--- src/core/gpef_params.svh ---
`ifndef GPEF_PARAMS_SVH
`define GPEF_PARAMS_SVH

// ==========================================================================
// register map
`define GPEF_ADDR_W        8
`define GPEF_OFF_PE_LATCH  8'h00
`define GPEF_OFF_PE_DIR    8'h04
`define GPEF_OFF_PF_LATCH  8'h08
`define GPEF_OFF_PF_DIR    8'h0c
`define GPEF_OFF_STANDBY   8'h10
`define GPEF_OFF_LCD_SEL   8'h14
`define GPEF_OFF_STATUS    8'h18
`define GPEF_OFF_PE_RMW    8'h20
`define GPEF_OFF_PF_RMW    8'h28

// ==========================================================================
// fields and reset values
`define GPEF_PE_W          8
`define GPEF_PF_W          3
`define GPEF_PF_RST_BIT    2
`define GPEF_SPL_BIT       0
`define GPEF_PORT_INPUT_CONTROL_BIT     8
`define GPEF_STS_STBY_BIT  11
`define GPEF_RST_LATCH_E   8'h00
`define GPEF_RST_LATCH_F   3'h0
`define GPEF_RST_DIR_E     8'h00
`define GPEF_RST_DIR_F     3'h0
`define GPEF_RST_SEG       8'h00

// ==========================================================================
// bus responses
`define GPEF_RESP_OKAY     2'h0
`define GPEF_RESP_SLVERR   2'h2

`endif

--- src/core/gpef_pkg.sv ---
package gpef_pkg;
  typedef enum logic {
    GPEF_WS_IDLE,
    GPEF_WS_RESP
  } gpef_wstate_t;
  typedef logic [7:0] gpef_byte_t;
endpackage

--- src/core/gpef_sync.sv ---
`timescale 1ns/1ps
module gpef_sync #(
  parameter int W = 8
) (
  input  wire logic         aclk,
  input  wire logic         aresetn,
  input  wire logic [W-1:0] d,
  output logic      [W-1:0] q
);
  logic [W-1:0] meta_r;
  logic [W-1:0] meta_nxt;
  logic [W-1:0] q_r;
  logic [W-1:0] q_nxt;

  // ========================================================================
  // two-stage synchroniser
  always_comb begin
    meta_nxt = d;
    q_nxt    = meta_r;
  end

  always_ff @(posedge aclk) begin
    if (!aresetn) begin
      meta_r <= '0;
      q_r    <= '0;
    end else begin
      meta_r <= meta_nxt;
      q_r    <= q_nxt;
    end
  end

  assign q = q_r;
endmodule

--- src/core/gpef_pin_cell.sv ---
`timescale 1ns/1ps
module gpef_pin_cell #(
  parameter bit OPEN_DRAIN = 1'b0
) (
  input  wire logic dir,
  input  wire logic latch,
  input  wire logic periph_oe,
  input  wire logic periph_out,
  input  wire logic seg_en,
  input  wire logic seg_out,
  input  wire logic claim,
  input  wire logic in_block,
  input  wire logic isolate,
  input  wire logic pin_in,
  input  wire logic read_modify_write,
  output logic      pin_o,
  output logic      pin_oe,
  output logic      rd
);
  logic pin_v;

  // ========================================================================
  // drive and read selection
  always_comb begin
    pin_o  = 1'b0;
    pin_oe = 1'b0;
    pin_v  = (isolate || in_block) ? 1'b0 : pin_in;
    if (isolate) begin
      pin_oe = 1'b0;
    end else if (claim) begin
      pin_oe = 1'b0;
    end else if (seg_en) begin
      pin_o  = seg_out;
      pin_oe = 1'b1;
    end else if (periph_oe) begin
      pin_o  = periph_out;
      pin_oe = 1'b1;
    end else if (dir) begin
      pin_o  = latch;
      pin_oe = !(OPEN_DRAIN && latch);
    end else begin
      pin_oe = 1'b0;
    end
    if (read_modify_write) begin
      rd = latch;
    end else if (dir && !periph_oe && !seg_en && !claim) begin
      rd = latch;
    end else begin
      rd = pin_v;
    end
  end
endmodule

--- src/core/gpef_port.sv ---
// The address map and the AXI4-Lite slave port are this design's own decisions.
`timescale 1ns/1ps
`include "gpef_params.svh"
module gpef_port #(
  parameter logic [2:0] PF_OPEN_DRAIN  = 3'h4,
  parameter bit         PF2_RESET_ONLY = 1'b0
) (
  input  wire logic                      aclk,
  input  wire logic                      aresetn,
  input  wire logic [`GPEF_ADDR_W-1:0]   s_axi_awaddr,
  input  wire logic [2:0]                s_axi_awprot,
  input  wire logic                      s_axi_awvalid,
  output logic                           s_axi_awready,
  input  wire logic [31:0]               s_axi_wdata,
  input  wire logic [3:0]                s_axi_wstrb,
  input  wire logic                      s_axi_wvalid,
  output logic                           s_axi_wready,
  output logic [1:0]                     s_axi_bresp,
  output logic                           s_axi_bvalid,
  input  wire logic                      s_axi_bready,
  input  wire logic [`GPEF_ADDR_W-1:0]   s_axi_araddr,
  input  wire logic [2:0]                s_axi_arprot,
  input  wire logic                      s_axi_arvalid,
  output logic                           s_axi_arready,
  output logic [31:0]                    s_axi_rdata,
  output logic [1:0]                     s_axi_rresp,
  output logic                           s_axi_rvalid,
  input  wire logic                      s_axi_rready,
  input  wire logic                      standby_req,
  input  wire gpef_pkg::gpef_byte_t      periph_oe_e,
  input  wire gpef_pkg::gpef_byte_t      periph_out_e,
  input  wire gpef_pkg::gpef_byte_t      lcd_seg_out,
  input  wire logic                      main_osc_en,
  input  wire logic [`GPEF_PE_W-1:0]     pe_i,
  output logic      [`GPEF_PE_W-1:0]     pe_o,
  output logic      [`GPEF_PE_W-1:0]     pe_oe,
  input  wire logic [`GPEF_PF_W-1:0]     pf_i,
  output logic      [`GPEF_PF_W-1:0]     pf_o,
  output logic      [`GPEF_PF_W-1:0]     pf_oe
);
  import gpef_pkg::*;

  localparam int NP = `GPEF_PE_W + `GPEF_PF_W;
  localparam logic [NP-1:0] OD_ALL = {PF_OPEN_DRAIN, {`GPEF_PE_W{1'b0}}};

  // ========================================================================
  // state
  gpef_wstate_t           wst_r;
  gpef_wstate_t           wst_nxt;
  logic                   aw_held_r;
  logic                   aw_held_nxt;
  logic                   w_held_r;
  logic                   w_held_nxt;
  logic [`GPEF_ADDR_W-1:0] waddr_r;
  logic [`GPEF_ADDR_W-1:0] waddr_nxt;
  logic [31:0]            wdata_r;
  logic [31:0]            wdata_nxt;
  logic [1:0]             wstb_r;
  logic [1:0]             wstb_nxt;
  logic [1:0]             bresp_r;
  logic [1:0]             bresp_nxt;
  logic                   rvalid_r;
  logic                   rvalid_nxt;
  logic [31:0]            rdata_r;
  logic [31:0]            rdata_nxt;
  logic [1:0]             rresp_r;
  logic [1:0]             rresp_nxt;
  gpef_byte_t             pe_latch_r;
  gpef_byte_t             pe_latch_nxt;
  gpef_byte_t             pe_dir_r;
  gpef_byte_t             pe_dir_nxt;
  logic [`GPEF_PF_W-1:0]  pf_latch_r;
  logic [`GPEF_PF_W-1:0]  pf_latch_nxt;
  logic [`GPEF_PF_W-1:0]  pf_dir_r;
  logic [`GPEF_PF_W-1:0]  pf_dir_nxt;
  logic                   spl_r;
  logic                   spl_nxt;
  gpef_byte_t             seg_sel_r;
  gpef_byte_t             seg_sel_nxt;
  logic                   port_input_control_r;
  logic                   port_input_control_nxt;
  logic [NP-1:0]          pin_o_r;
  logic [NP-1:0]          pin_o_nxt;
  logic [NP-1:0]          pin_oe_r;
  logic [NP-1:0]          pin_oe_nxt;

  // ========================================================================
  // pin cells
  logic [NP-1:0]          pin_sync;
  logic [NP-1:0]          cell_o;
  logic [NP-1:0]          cell_oe;
  logic [NP-1:0]          cell_rd;
  logic                   rmw_rd;
  logic [NP-1:0]          dir_all;
  logic [NP-1:0]          latch_all;
  logic [NP-1:0]          poe_all;
  logic [NP-1:0]          pout_all;
  logic [NP-1:0]          seg_all;
  logic [NP-1:0]          segv_all;
  logic [NP-1:0]          claim_all;
  logic [NP-1:0]          blk_all;
  logic                   isolate;
  logic                   hold;

  gpef_sync #(
    .W (NP)
  ) u_sync (
    .aclk    (aclk),
    .aresetn (aresetn),
    .d       ({pf_i, pe_i}),
    .q       (pin_sync)
  );

  assign isolate = standby_req && spl_r;
  assign hold    = standby_req && !spl_r;

  always_comb begin
    dir_all   = {pf_dir_r, pe_dir_r};
    latch_all = {pf_latch_r, pe_latch_r};
    poe_all   = {{`GPEF_PF_W{1'b0}}, periph_oe_e};
    pout_all  = {{`GPEF_PF_W{1'b0}}, periph_out_e};
    seg_all   = {{`GPEF_PF_W{1'b0}}, seg_sel_r & {8{port_input_control_r}}};
    segv_all  = {{`GPEF_PF_W{1'b0}}, lcd_seg_out};
    claim_all = {PF2_RESET_ONLY, main_osc_en, main_osc_en, 8'h00};
    blk_all   = {{`GPEF_PF_W{1'b0}}, {8{!port_input_control_r}}};
  end

  genvar gi;
  generate
    for (gi = 0; gi < NP; gi++) begin : g_pin
      localparam bit OD = OD_ALL[gi];
      gpef_pin_cell #(
        .OPEN_DRAIN (OD)
      ) u_cell_n (
        .dir        (dir_all[gi]),
        .latch      (latch_all[gi]),
        .periph_oe  (poe_all[gi]),
        .periph_out (pout_all[gi]),
        .seg_en     (seg_all[gi]),
        .seg_out    (segv_all[gi]),
        .claim      (claim_all[gi]),
        .in_block   (blk_all[gi]),
        .isolate    (isolate),
        .pin_in     (pin_sync[gi]),
        .read_modify_write        (rmw_rd),
        .pin_o      (cell_o[gi]),
        .pin_oe     (cell_oe[gi]),
        .rd         (cell_rd[gi])
      );
    end
  endgenerate

  // ========================================================================
  // pin output registers
  always_comb begin
    pin_o_nxt  = cell_o;
    pin_oe_nxt = cell_oe;
    if (hold) begin
      pin_o_nxt  = pin_o_r;
      pin_oe_nxt = pin_oe_r;
    end
  end

  always_ff @(posedge aclk) begin
    if (!aresetn) begin
      pin_o_r  <= '0;
      pin_oe_r <= '0;
    end else begin
      pin_o_r  <= pin_o_nxt;
      pin_oe_r <= pin_oe_nxt;
    end
  end

  assign pe_o  = pin_o_r[`GPEF_PE_W-1:0];
  assign pe_oe = pin_oe_r[`GPEF_PE_W-1:0];
  assign pf_o  = pin_o_r[NP-1:`GPEF_PE_W];
  assign pf_oe = pin_oe_r[NP-1:`GPEF_PE_W];

  // ========================================================================
  // write channel
  logic                   do_write;
  logic [`GPEF_ADDR_W-1:0] wa;

  assign s_axi_awready = !aw_held_r && (wst_r == GPEF_WS_IDLE);
  assign s_axi_wready  = !w_held_r && (wst_r == GPEF_WS_IDLE);
  assign s_axi_bvalid  = (wst_r == GPEF_WS_RESP);
  assign s_axi_bresp   = bresp_r;
  assign do_write      = aw_held_r && w_held_r;
  assign wa            = {waddr_r[`GPEF_ADDR_W-1:2], 2'h0};

  always_comb begin
    wst_nxt      = wst_r;
    aw_held_nxt  = aw_held_r;
    w_held_nxt   = w_held_r;
    waddr_nxt    = waddr_r;
    wdata_nxt    = wdata_r;
    wstb_nxt     = wstb_r;
    bresp_nxt    = bresp_r;
    pe_latch_nxt = pe_latch_r;
    pe_dir_nxt   = pe_dir_r;
    pf_latch_nxt = pf_latch_r;
    pf_dir_nxt   = pf_dir_r;
    spl_nxt      = spl_r;
    seg_sel_nxt  = seg_sel_r;
    port_input_control_nxt    = port_input_control_r;
    if (s_axi_awvalid && s_axi_awready) begin
      aw_held_nxt = 1'b1;
      waddr_nxt   = s_axi_awaddr;
    end
    if (s_axi_wvalid && s_axi_wready) begin
      w_held_nxt = 1'b1;
      wdata_nxt  = s_axi_wdata;
      wstb_nxt   = s_axi_wstrb[1:0];
    end
    if (do_write) begin
      aw_held_nxt = 1'b0;
      w_held_nxt  = 1'b0;
      wst_nxt     = GPEF_WS_RESP;
      bresp_nxt   = `GPEF_RESP_OKAY;
      case (wa)
        `GPEF_OFF_PE_LATCH: if (wstb_r[0]) pe_latch_nxt = wdata_r[7:0];
        `GPEF_OFF_PE_DIR:   if (wstb_r[0]) pe_dir_nxt = wdata_r[7:0];
        `GPEF_OFF_PF_LATCH: begin
          if (wstb_r[0]) pf_latch_nxt = wdata_r[`GPEF_PF_W-1:0];
        end
        `GPEF_OFF_PF_DIR: begin
          if (wstb_r[0]) pf_dir_nxt = wdata_r[`GPEF_PF_W-1:0];
        end
        `GPEF_OFF_STANDBY:  if (wstb_r[0]) spl_nxt = wdata_r[`GPEF_SPL_BIT];
        `GPEF_OFF_LCD_SEL: begin
          if (wstb_r[0]) seg_sel_nxt = wdata_r[7:0];
          if (|wstb_r) port_input_control_nxt = wdata_r[`GPEF_PORT_INPUT_CONTROL_BIT];
        end
        `GPEF_OFF_STATUS, `GPEF_OFF_PE_RMW, `GPEF_OFF_PF_RMW: begin
          bresp_nxt = `GPEF_RESP_OKAY;
        end
        default: bresp_nxt = `GPEF_RESP_SLVERR;
      endcase
    end
    if (wst_r == GPEF_WS_RESP && s_axi_bready) begin
      wst_nxt = GPEF_WS_IDLE;
    end
  end

  always_ff @(posedge aclk) begin
    if (!aresetn) begin
      wst_r      <= GPEF_WS_IDLE;
      aw_held_r  <= 1'b0;
      w_held_r   <= 1'b0;
      waddr_r    <= '0;
      wdata_r    <= '0;
      wstb_r     <= 2'h0;
      bresp_r    <= `GPEF_RESP_OKAY;
      pe_latch_r <= `GPEF_RST_LATCH_E;
      pe_dir_r   <= `GPEF_RST_DIR_E;
      pf_latch_r <= `GPEF_RST_LATCH_F;
      pf_dir_r   <= `GPEF_RST_DIR_F;
      spl_r      <= 1'b0;
      seg_sel_r  <= `GPEF_RST_SEG;
      port_input_control_r    <= 1'b0;
    end else begin
      wst_r      <= wst_nxt;
      aw_held_r  <= aw_held_nxt;
      w_held_r   <= w_held_nxt;
      waddr_r    <= waddr_nxt;
      wdata_r    <= wdata_nxt;
      wstb_r     <= wstb_nxt;
      bresp_r    <= bresp_nxt;
      pe_latch_r <= pe_latch_nxt;
      pe_dir_r   <= pe_dir_nxt;
      pf_latch_r <= pf_latch_nxt;
      pf_dir_r   <= pf_dir_nxt;
      spl_r      <= spl_nxt;
      seg_sel_r  <= seg_sel_nxt;
      port_input_control_r    <= port_input_control_nxt;
    end
  end

  // ========================================================================
  // read channel
  logic [`GPEF_ADDR_W-1:0] ra;

  assign s_axi_arready = !rvalid_r;
  assign s_axi_rvalid  = rvalid_r;
  assign s_axi_rdata   = rdata_r;
  assign s_axi_rresp   = rresp_r;
  assign ra            = {s_axi_araddr[`GPEF_ADDR_W-1:2], 2'h0};
  assign rmw_rd        = (ra == `GPEF_OFF_PE_RMW) || (ra == `GPEF_OFF_PF_RMW);

  always_comb begin
    rvalid_nxt = rvalid_r;
    rdata_nxt  = rdata_r;
    rresp_nxt  = rresp_r;
    if (rvalid_r && s_axi_rready) begin
      rvalid_nxt = 1'b0;
    end
    if (s_axi_arvalid && s_axi_arready) begin
      rvalid_nxt = 1'b1;
      rresp_nxt  = `GPEF_RESP_OKAY;
      rdata_nxt  = '0;
      case (ra)
        `GPEF_OFF_PE_LATCH, `GPEF_OFF_PE_RMW: begin
          rdata_nxt[7:0] = cell_rd[7:0];
        end
        `GPEF_OFF_PE_DIR:   rdata_nxt[7:0] = pe_dir_r;
        `GPEF_OFF_PF_LATCH, `GPEF_OFF_PF_RMW: begin
          rdata_nxt[`GPEF_PF_W-1:0] = cell_rd[NP-1:`GPEF_PE_W];
        end
        `GPEF_OFF_PF_DIR:   rdata_nxt[`GPEF_PF_W-1:0] = pf_dir_r;
        `GPEF_OFF_STANDBY:  rdata_nxt[`GPEF_SPL_BIT] = spl_r;
        `GPEF_OFF_LCD_SEL: begin
          rdata_nxt[7:0]             = seg_sel_r;
          rdata_nxt[`GPEF_PORT_INPUT_CONTROL_BIT] = port_input_control_r;
        end
        `GPEF_OFF_STATUS: begin
          rdata_nxt[NP-1:0]             = pin_sync;
          rdata_nxt[`GPEF_STS_STBY_BIT] = standby_req;
        end
        default: rresp_nxt = `GPEF_RESP_SLVERR;
      endcase
    end
  end

  always_ff @(posedge aclk) begin
    if (!aresetn) begin
      rvalid_r <= 1'b0;
      rdata_r  <= '0;
      rresp_r  <= `GPEF_RESP_OKAY;
    end else begin
      rvalid_r <= rvalid_nxt;
      rdata_r  <= rdata_nxt;
      rresp_r  <= rresp_nxt;
    end
  end
endmodule

--- config.mk ---
export PLATFORM = sky130hd
export DESIGN_NAME = gpef_port
export DESIGN_NICKNAME = d
export VERILOG_FILES = /design/src/core/gpef_pkg.sv /design/src/core/gpef_sync.sv /design/src/core/gpef_pin_cell.sv /design/src/core/gpef_port.sv
export VERILOG_INCLUDE_DIRS = /design/src /design/src/core
export SDC_FILE = /design/constraint.sdc
export NUM_CORES = 1
export LEC_CHECK = 0
export BUFFER_PORTS_ARGS = -buffer_cell sky130_fd_sc_hd__buf_4
export CORE_UTILIZATION = 55
export CTS_CLUSTER_DIAMETER = 100
export CTS_CLUSTER_SIZE = 30
export DETAILED_ROUTE_END_ITERATION = 8
export PLACE_DENSITY = 0.92
export SLEW_MARGIN = 20
export SYNTH_ARGS = -nofsm -noshare
export SYNTH_HDL_FRONTEND = slang
export SYNTH_SLANG_ARGS = --single-unit
--- constraint.sdc ---
create_clock -name aclk -period 4.65 [get_ports aclk]
set_input_delay 0.6975 -clock aclk [delete_from_list [all_inputs] [get_ports aclk]]
set_output_delay 0.6975 -clock aclk [all_outputs]
set_load 0.01 [all_outputs]
==> flow_summary.toml <==
[critical_path]
critical_path_class = "in -> reg"
path_cells = "buf_4 -> or4b_1 -> nor2_1 -> a222oi_1 -> o21ai_1 -> a22o_1"
path_max_fanout = 19
worst_setup_path_end_kind = "flop"
cp.required_ps = 4980
cp_slowest_cell = "nor2_1"
max_stage_delay_ps = 710
startpoint_type = "primary input"
worstPathArrival_ps = 2780

[cts]
numCtsBuffers = 9
clockRootBuffer = "clkbuf_8"
hold_buffers = 0
cts.path.max_buffers = 2
htreeDepth = 3
numClockSinks = 111
cts_setup_buffers = 0
clk_pin_slew_ps = 100
clk_latency_ps = 380
cts_tree = "built"
cts_resized = 0

[power_and_ir_drop]
netSwitchingFraction_pct = 25.29
p_switching_mw = 0.4473
cellLeakagePower_nw = 2.510
seq_power_share_pct = 56.9
pwr-share-comb_pct = 11.3
power_density_mw_per_mm2 = 291.4
max-vdd-ir-drop_mv = 0.1704
internal-power_mw = 1.322
p_clk_share_pct = 31.8

[run]
maxCapViolCount = 0

[logic_synthesis]
synth_cell_type_count = 52
muxShareOfSynthArea_pct = 9.126
async_flop_share_pct = 0
synth_xor_area_share_pct = 0
synth_edf_count = 0
synth_compound_area_share_pct = 16.22
syn_area_mm2 = 0.005182
synth-simple-area-share_pct = 24.55
synth_flop_cell = "dfxtp_1"
postSynthAreaPerCell_um2 = 8.739
ys_seq_elements = 111
synthAdderAreaFrac_pct = 0
synth_top_family_by_area = "simple AND/OR/NAND/NOR gates"
seq_area_frac_synth_pct = 42.88
synth_cells = 593
yosysWarnings = 0

[drt]
post_drt_wl_per_cell_um = 16.46
vias_per_cell = 5.708
drt_wl_total_um = 12990
antenna_left = 0
drc = 0
drt_iter0_drc = 441
dr.pass1.iters = 7
via_count = 4504

[finish]
n_antenna_cell = 0
nets = 776
finish.instance_area_mm2 = 0.006072
fillCellCount = 714
drive_above_1_share_pct = 19.47
final_cell_mix = "111 x dfxtp_1, 108 x buf_4, 73 x nand2_1"
layout_commonest_cell = "dfxtp_1"
area_growth_pct = 17.17

[sta]
fin_crit_ps = 2452
drv_slew = 0
fin_crit_sh_pct = 52.72
max-slew-margin-rel_pct = 37.36
grt_setup_unrepaired = "false"
finalSetupViolations = 0
fmax_ghz = 0.4079
fin_setup_tns_ps = 0
worst-slew-pin-transition_ps = 938.4
fin_skew_ps = 10.41
hold_viol_final = 0

[grt]
grt_max_degree = 109
grt_pass1_vias = 4233
grt_pass1_wl_um = 20820
antenna_found_initial = 0
grt_use_total_pct = 27.06
globalRouteOverflowTotal = 0

[die]
fp.dieH_um = 99.07
core_area_mm2 = 0.009196
initial_core_util_pct = 56.35
rows = 35
die_w_um = 99.07
dieArea_mm2 = 0.009815
ios = 165

[placed_design]
gp_congestion = 0.9700
port-buffer-count = 107
place_hpwl_um = 9290
placed_area_mm2 = 0.005886

[run_status]
outcome = "finished, final reports clean"

[min_path]
hold_path.class = "reg -> reg"
-- sequential cells by signal (all words and copies together), names as in the netlist, 8 cells and up --
signal         flops
u_sync.meta_r     11
seg_sel_r          8
u_sync.q          11
s_axi_rdata       12
pe_latch_r         8
wdata_r            9
pin_o_r           11
pe_dir_r           8
pin_oe_r          11
-- power by group through the flow --
stage                     registers (mW)  logic [mW]  clock network [mW]
after floorplan                     1.02       0.125                   0
after global placement              1.03       0.191                   0
after detailed placement            1.03       0.198                   0
after CTS                           1.01       0.199               0.568
after global routing                1.01       0.219               0.609
final                               1.01       0.200               0.562
-- cell type report --
type / count / area [µm²] / share of cell area, %
clock buffer: 9 / 123.9 / 2.040
clock inverter: 6 / 62.56 / 1.030
inverter: 12 / 45.04 / 0.7418
multi-input combinational: 432 / 2669 / 43.95
sequential: 111 / 2222 / 36.60
tap: 111 / 138.9 / 2.287
timing repair buffer: 108 / 810.8 / 13.35
-- synthesized netlist by cell type, drive strengths merged (2+ instances only) --
| library cell | count | area share, % |
|---|---|---|
| clkbuf | 28 | 2.0 |
| o21ai | 42 | 4.1 |
| or3 | 2 | 0.43 |
| dfxtp | 111 | 43 |
| nor3 | 5 | 0.92 |
| and2 | 41 | 4.9 |
| nor2b | 45 | 5.4 |
| nand4b | 2 | 0.34 |
| nand2 | 74 | 5.4 |
| nor4 | 2 | 0.24 |
| a21boi | 17 | 2.5 |
| o21a | 2 | 0.29 |
| o211ai | 8 | 1.2 |
| nor2 | 22 | 1.9 |
| buf | 31 | 4.2 |
| nand2b | 6 | 0.72 |
| a22oi | 11 | 1.6 |
| o311a | 2 | 0.39 |
| inv | 12 | 0.87 |
| and3 | 10 | 1.2 |
| a31oi | 2 | 0.24 |
| mux2i | 45 | 8.7 |
| a21oi | 21 | 2.0 |
| a222oi | 6 | 1.2 |
| a21o | 3 | 0.43 |
| a22o | 5 | 0.84 |
| nor3b | 3 | 0.53 |
| nand3 | 19 | 1.8 |
| mux2 | 2 | 0.43 |
-- per-stage QoR --
| stage | cells | utilization, % | worst slack (ps) | hold WS, ps | power (mW) |
|---|---|---|---|---|---|
| floorplan | 614 | - | 2423 | 411.9 | 1.149 |
| global placement | 774 | 64.00 | 1892 | 414.2 | 1.218 |
| detailed placement | 774 | 64.00 | 1854 | 418.5 | 1.227 |
| CTS | 789 | 66.03 | 2237 | 443.2 | 1.773 |
| global route | 789 | 66.03 | 2124 | 453.0 | 1.839 |
| finish | 789 | 66.03 | 2198 | 442.5 | 1.769 |
-- final timing paths --
kind,startpoint,endpoint,slack [ps],depth (start not counted)
worst max-delay path,s_axi_araddr[5],s_axi_rdata[3],2200,6
worst min-delay path,u_sync.meta_r[5],u_sync.q[5],440,1
worst max register to register,waddr_r[5],pe_dir_r[4],2500,5
worst min register to register,u_sync.meta_r[5],u_sync.q[5],440,1
-- critical path: cells and delay by family --
family                 cells  cell delay (ps)
AOI/OAI and AO/OA          3              570
buffers and inverters      1              190
and+or+nand+nor            2             1310
-- logic make-up after synthesis --
| family | count (synthesis) |
|---|---|
| AO/OA/AOI/OAI | 128 |
| flip-flops | 111 |
| AND/OR/NAND/NOR | 235 |
| other | 1 |
| buffers and inverters | 71 |
| multiplexers | 47 |
-- per-layer routing --
layer  global-route usage [%]  part of all wire [%]  vias up
li1                         -                     -     2158
met5                        0                     0        -
met4                    12.33                   3.2        0
met1                    34.18                    41     2063
met2                    45.02                    48      244
met3                    5.035                   7.9       39
Power figures use the tool's default switching activity.
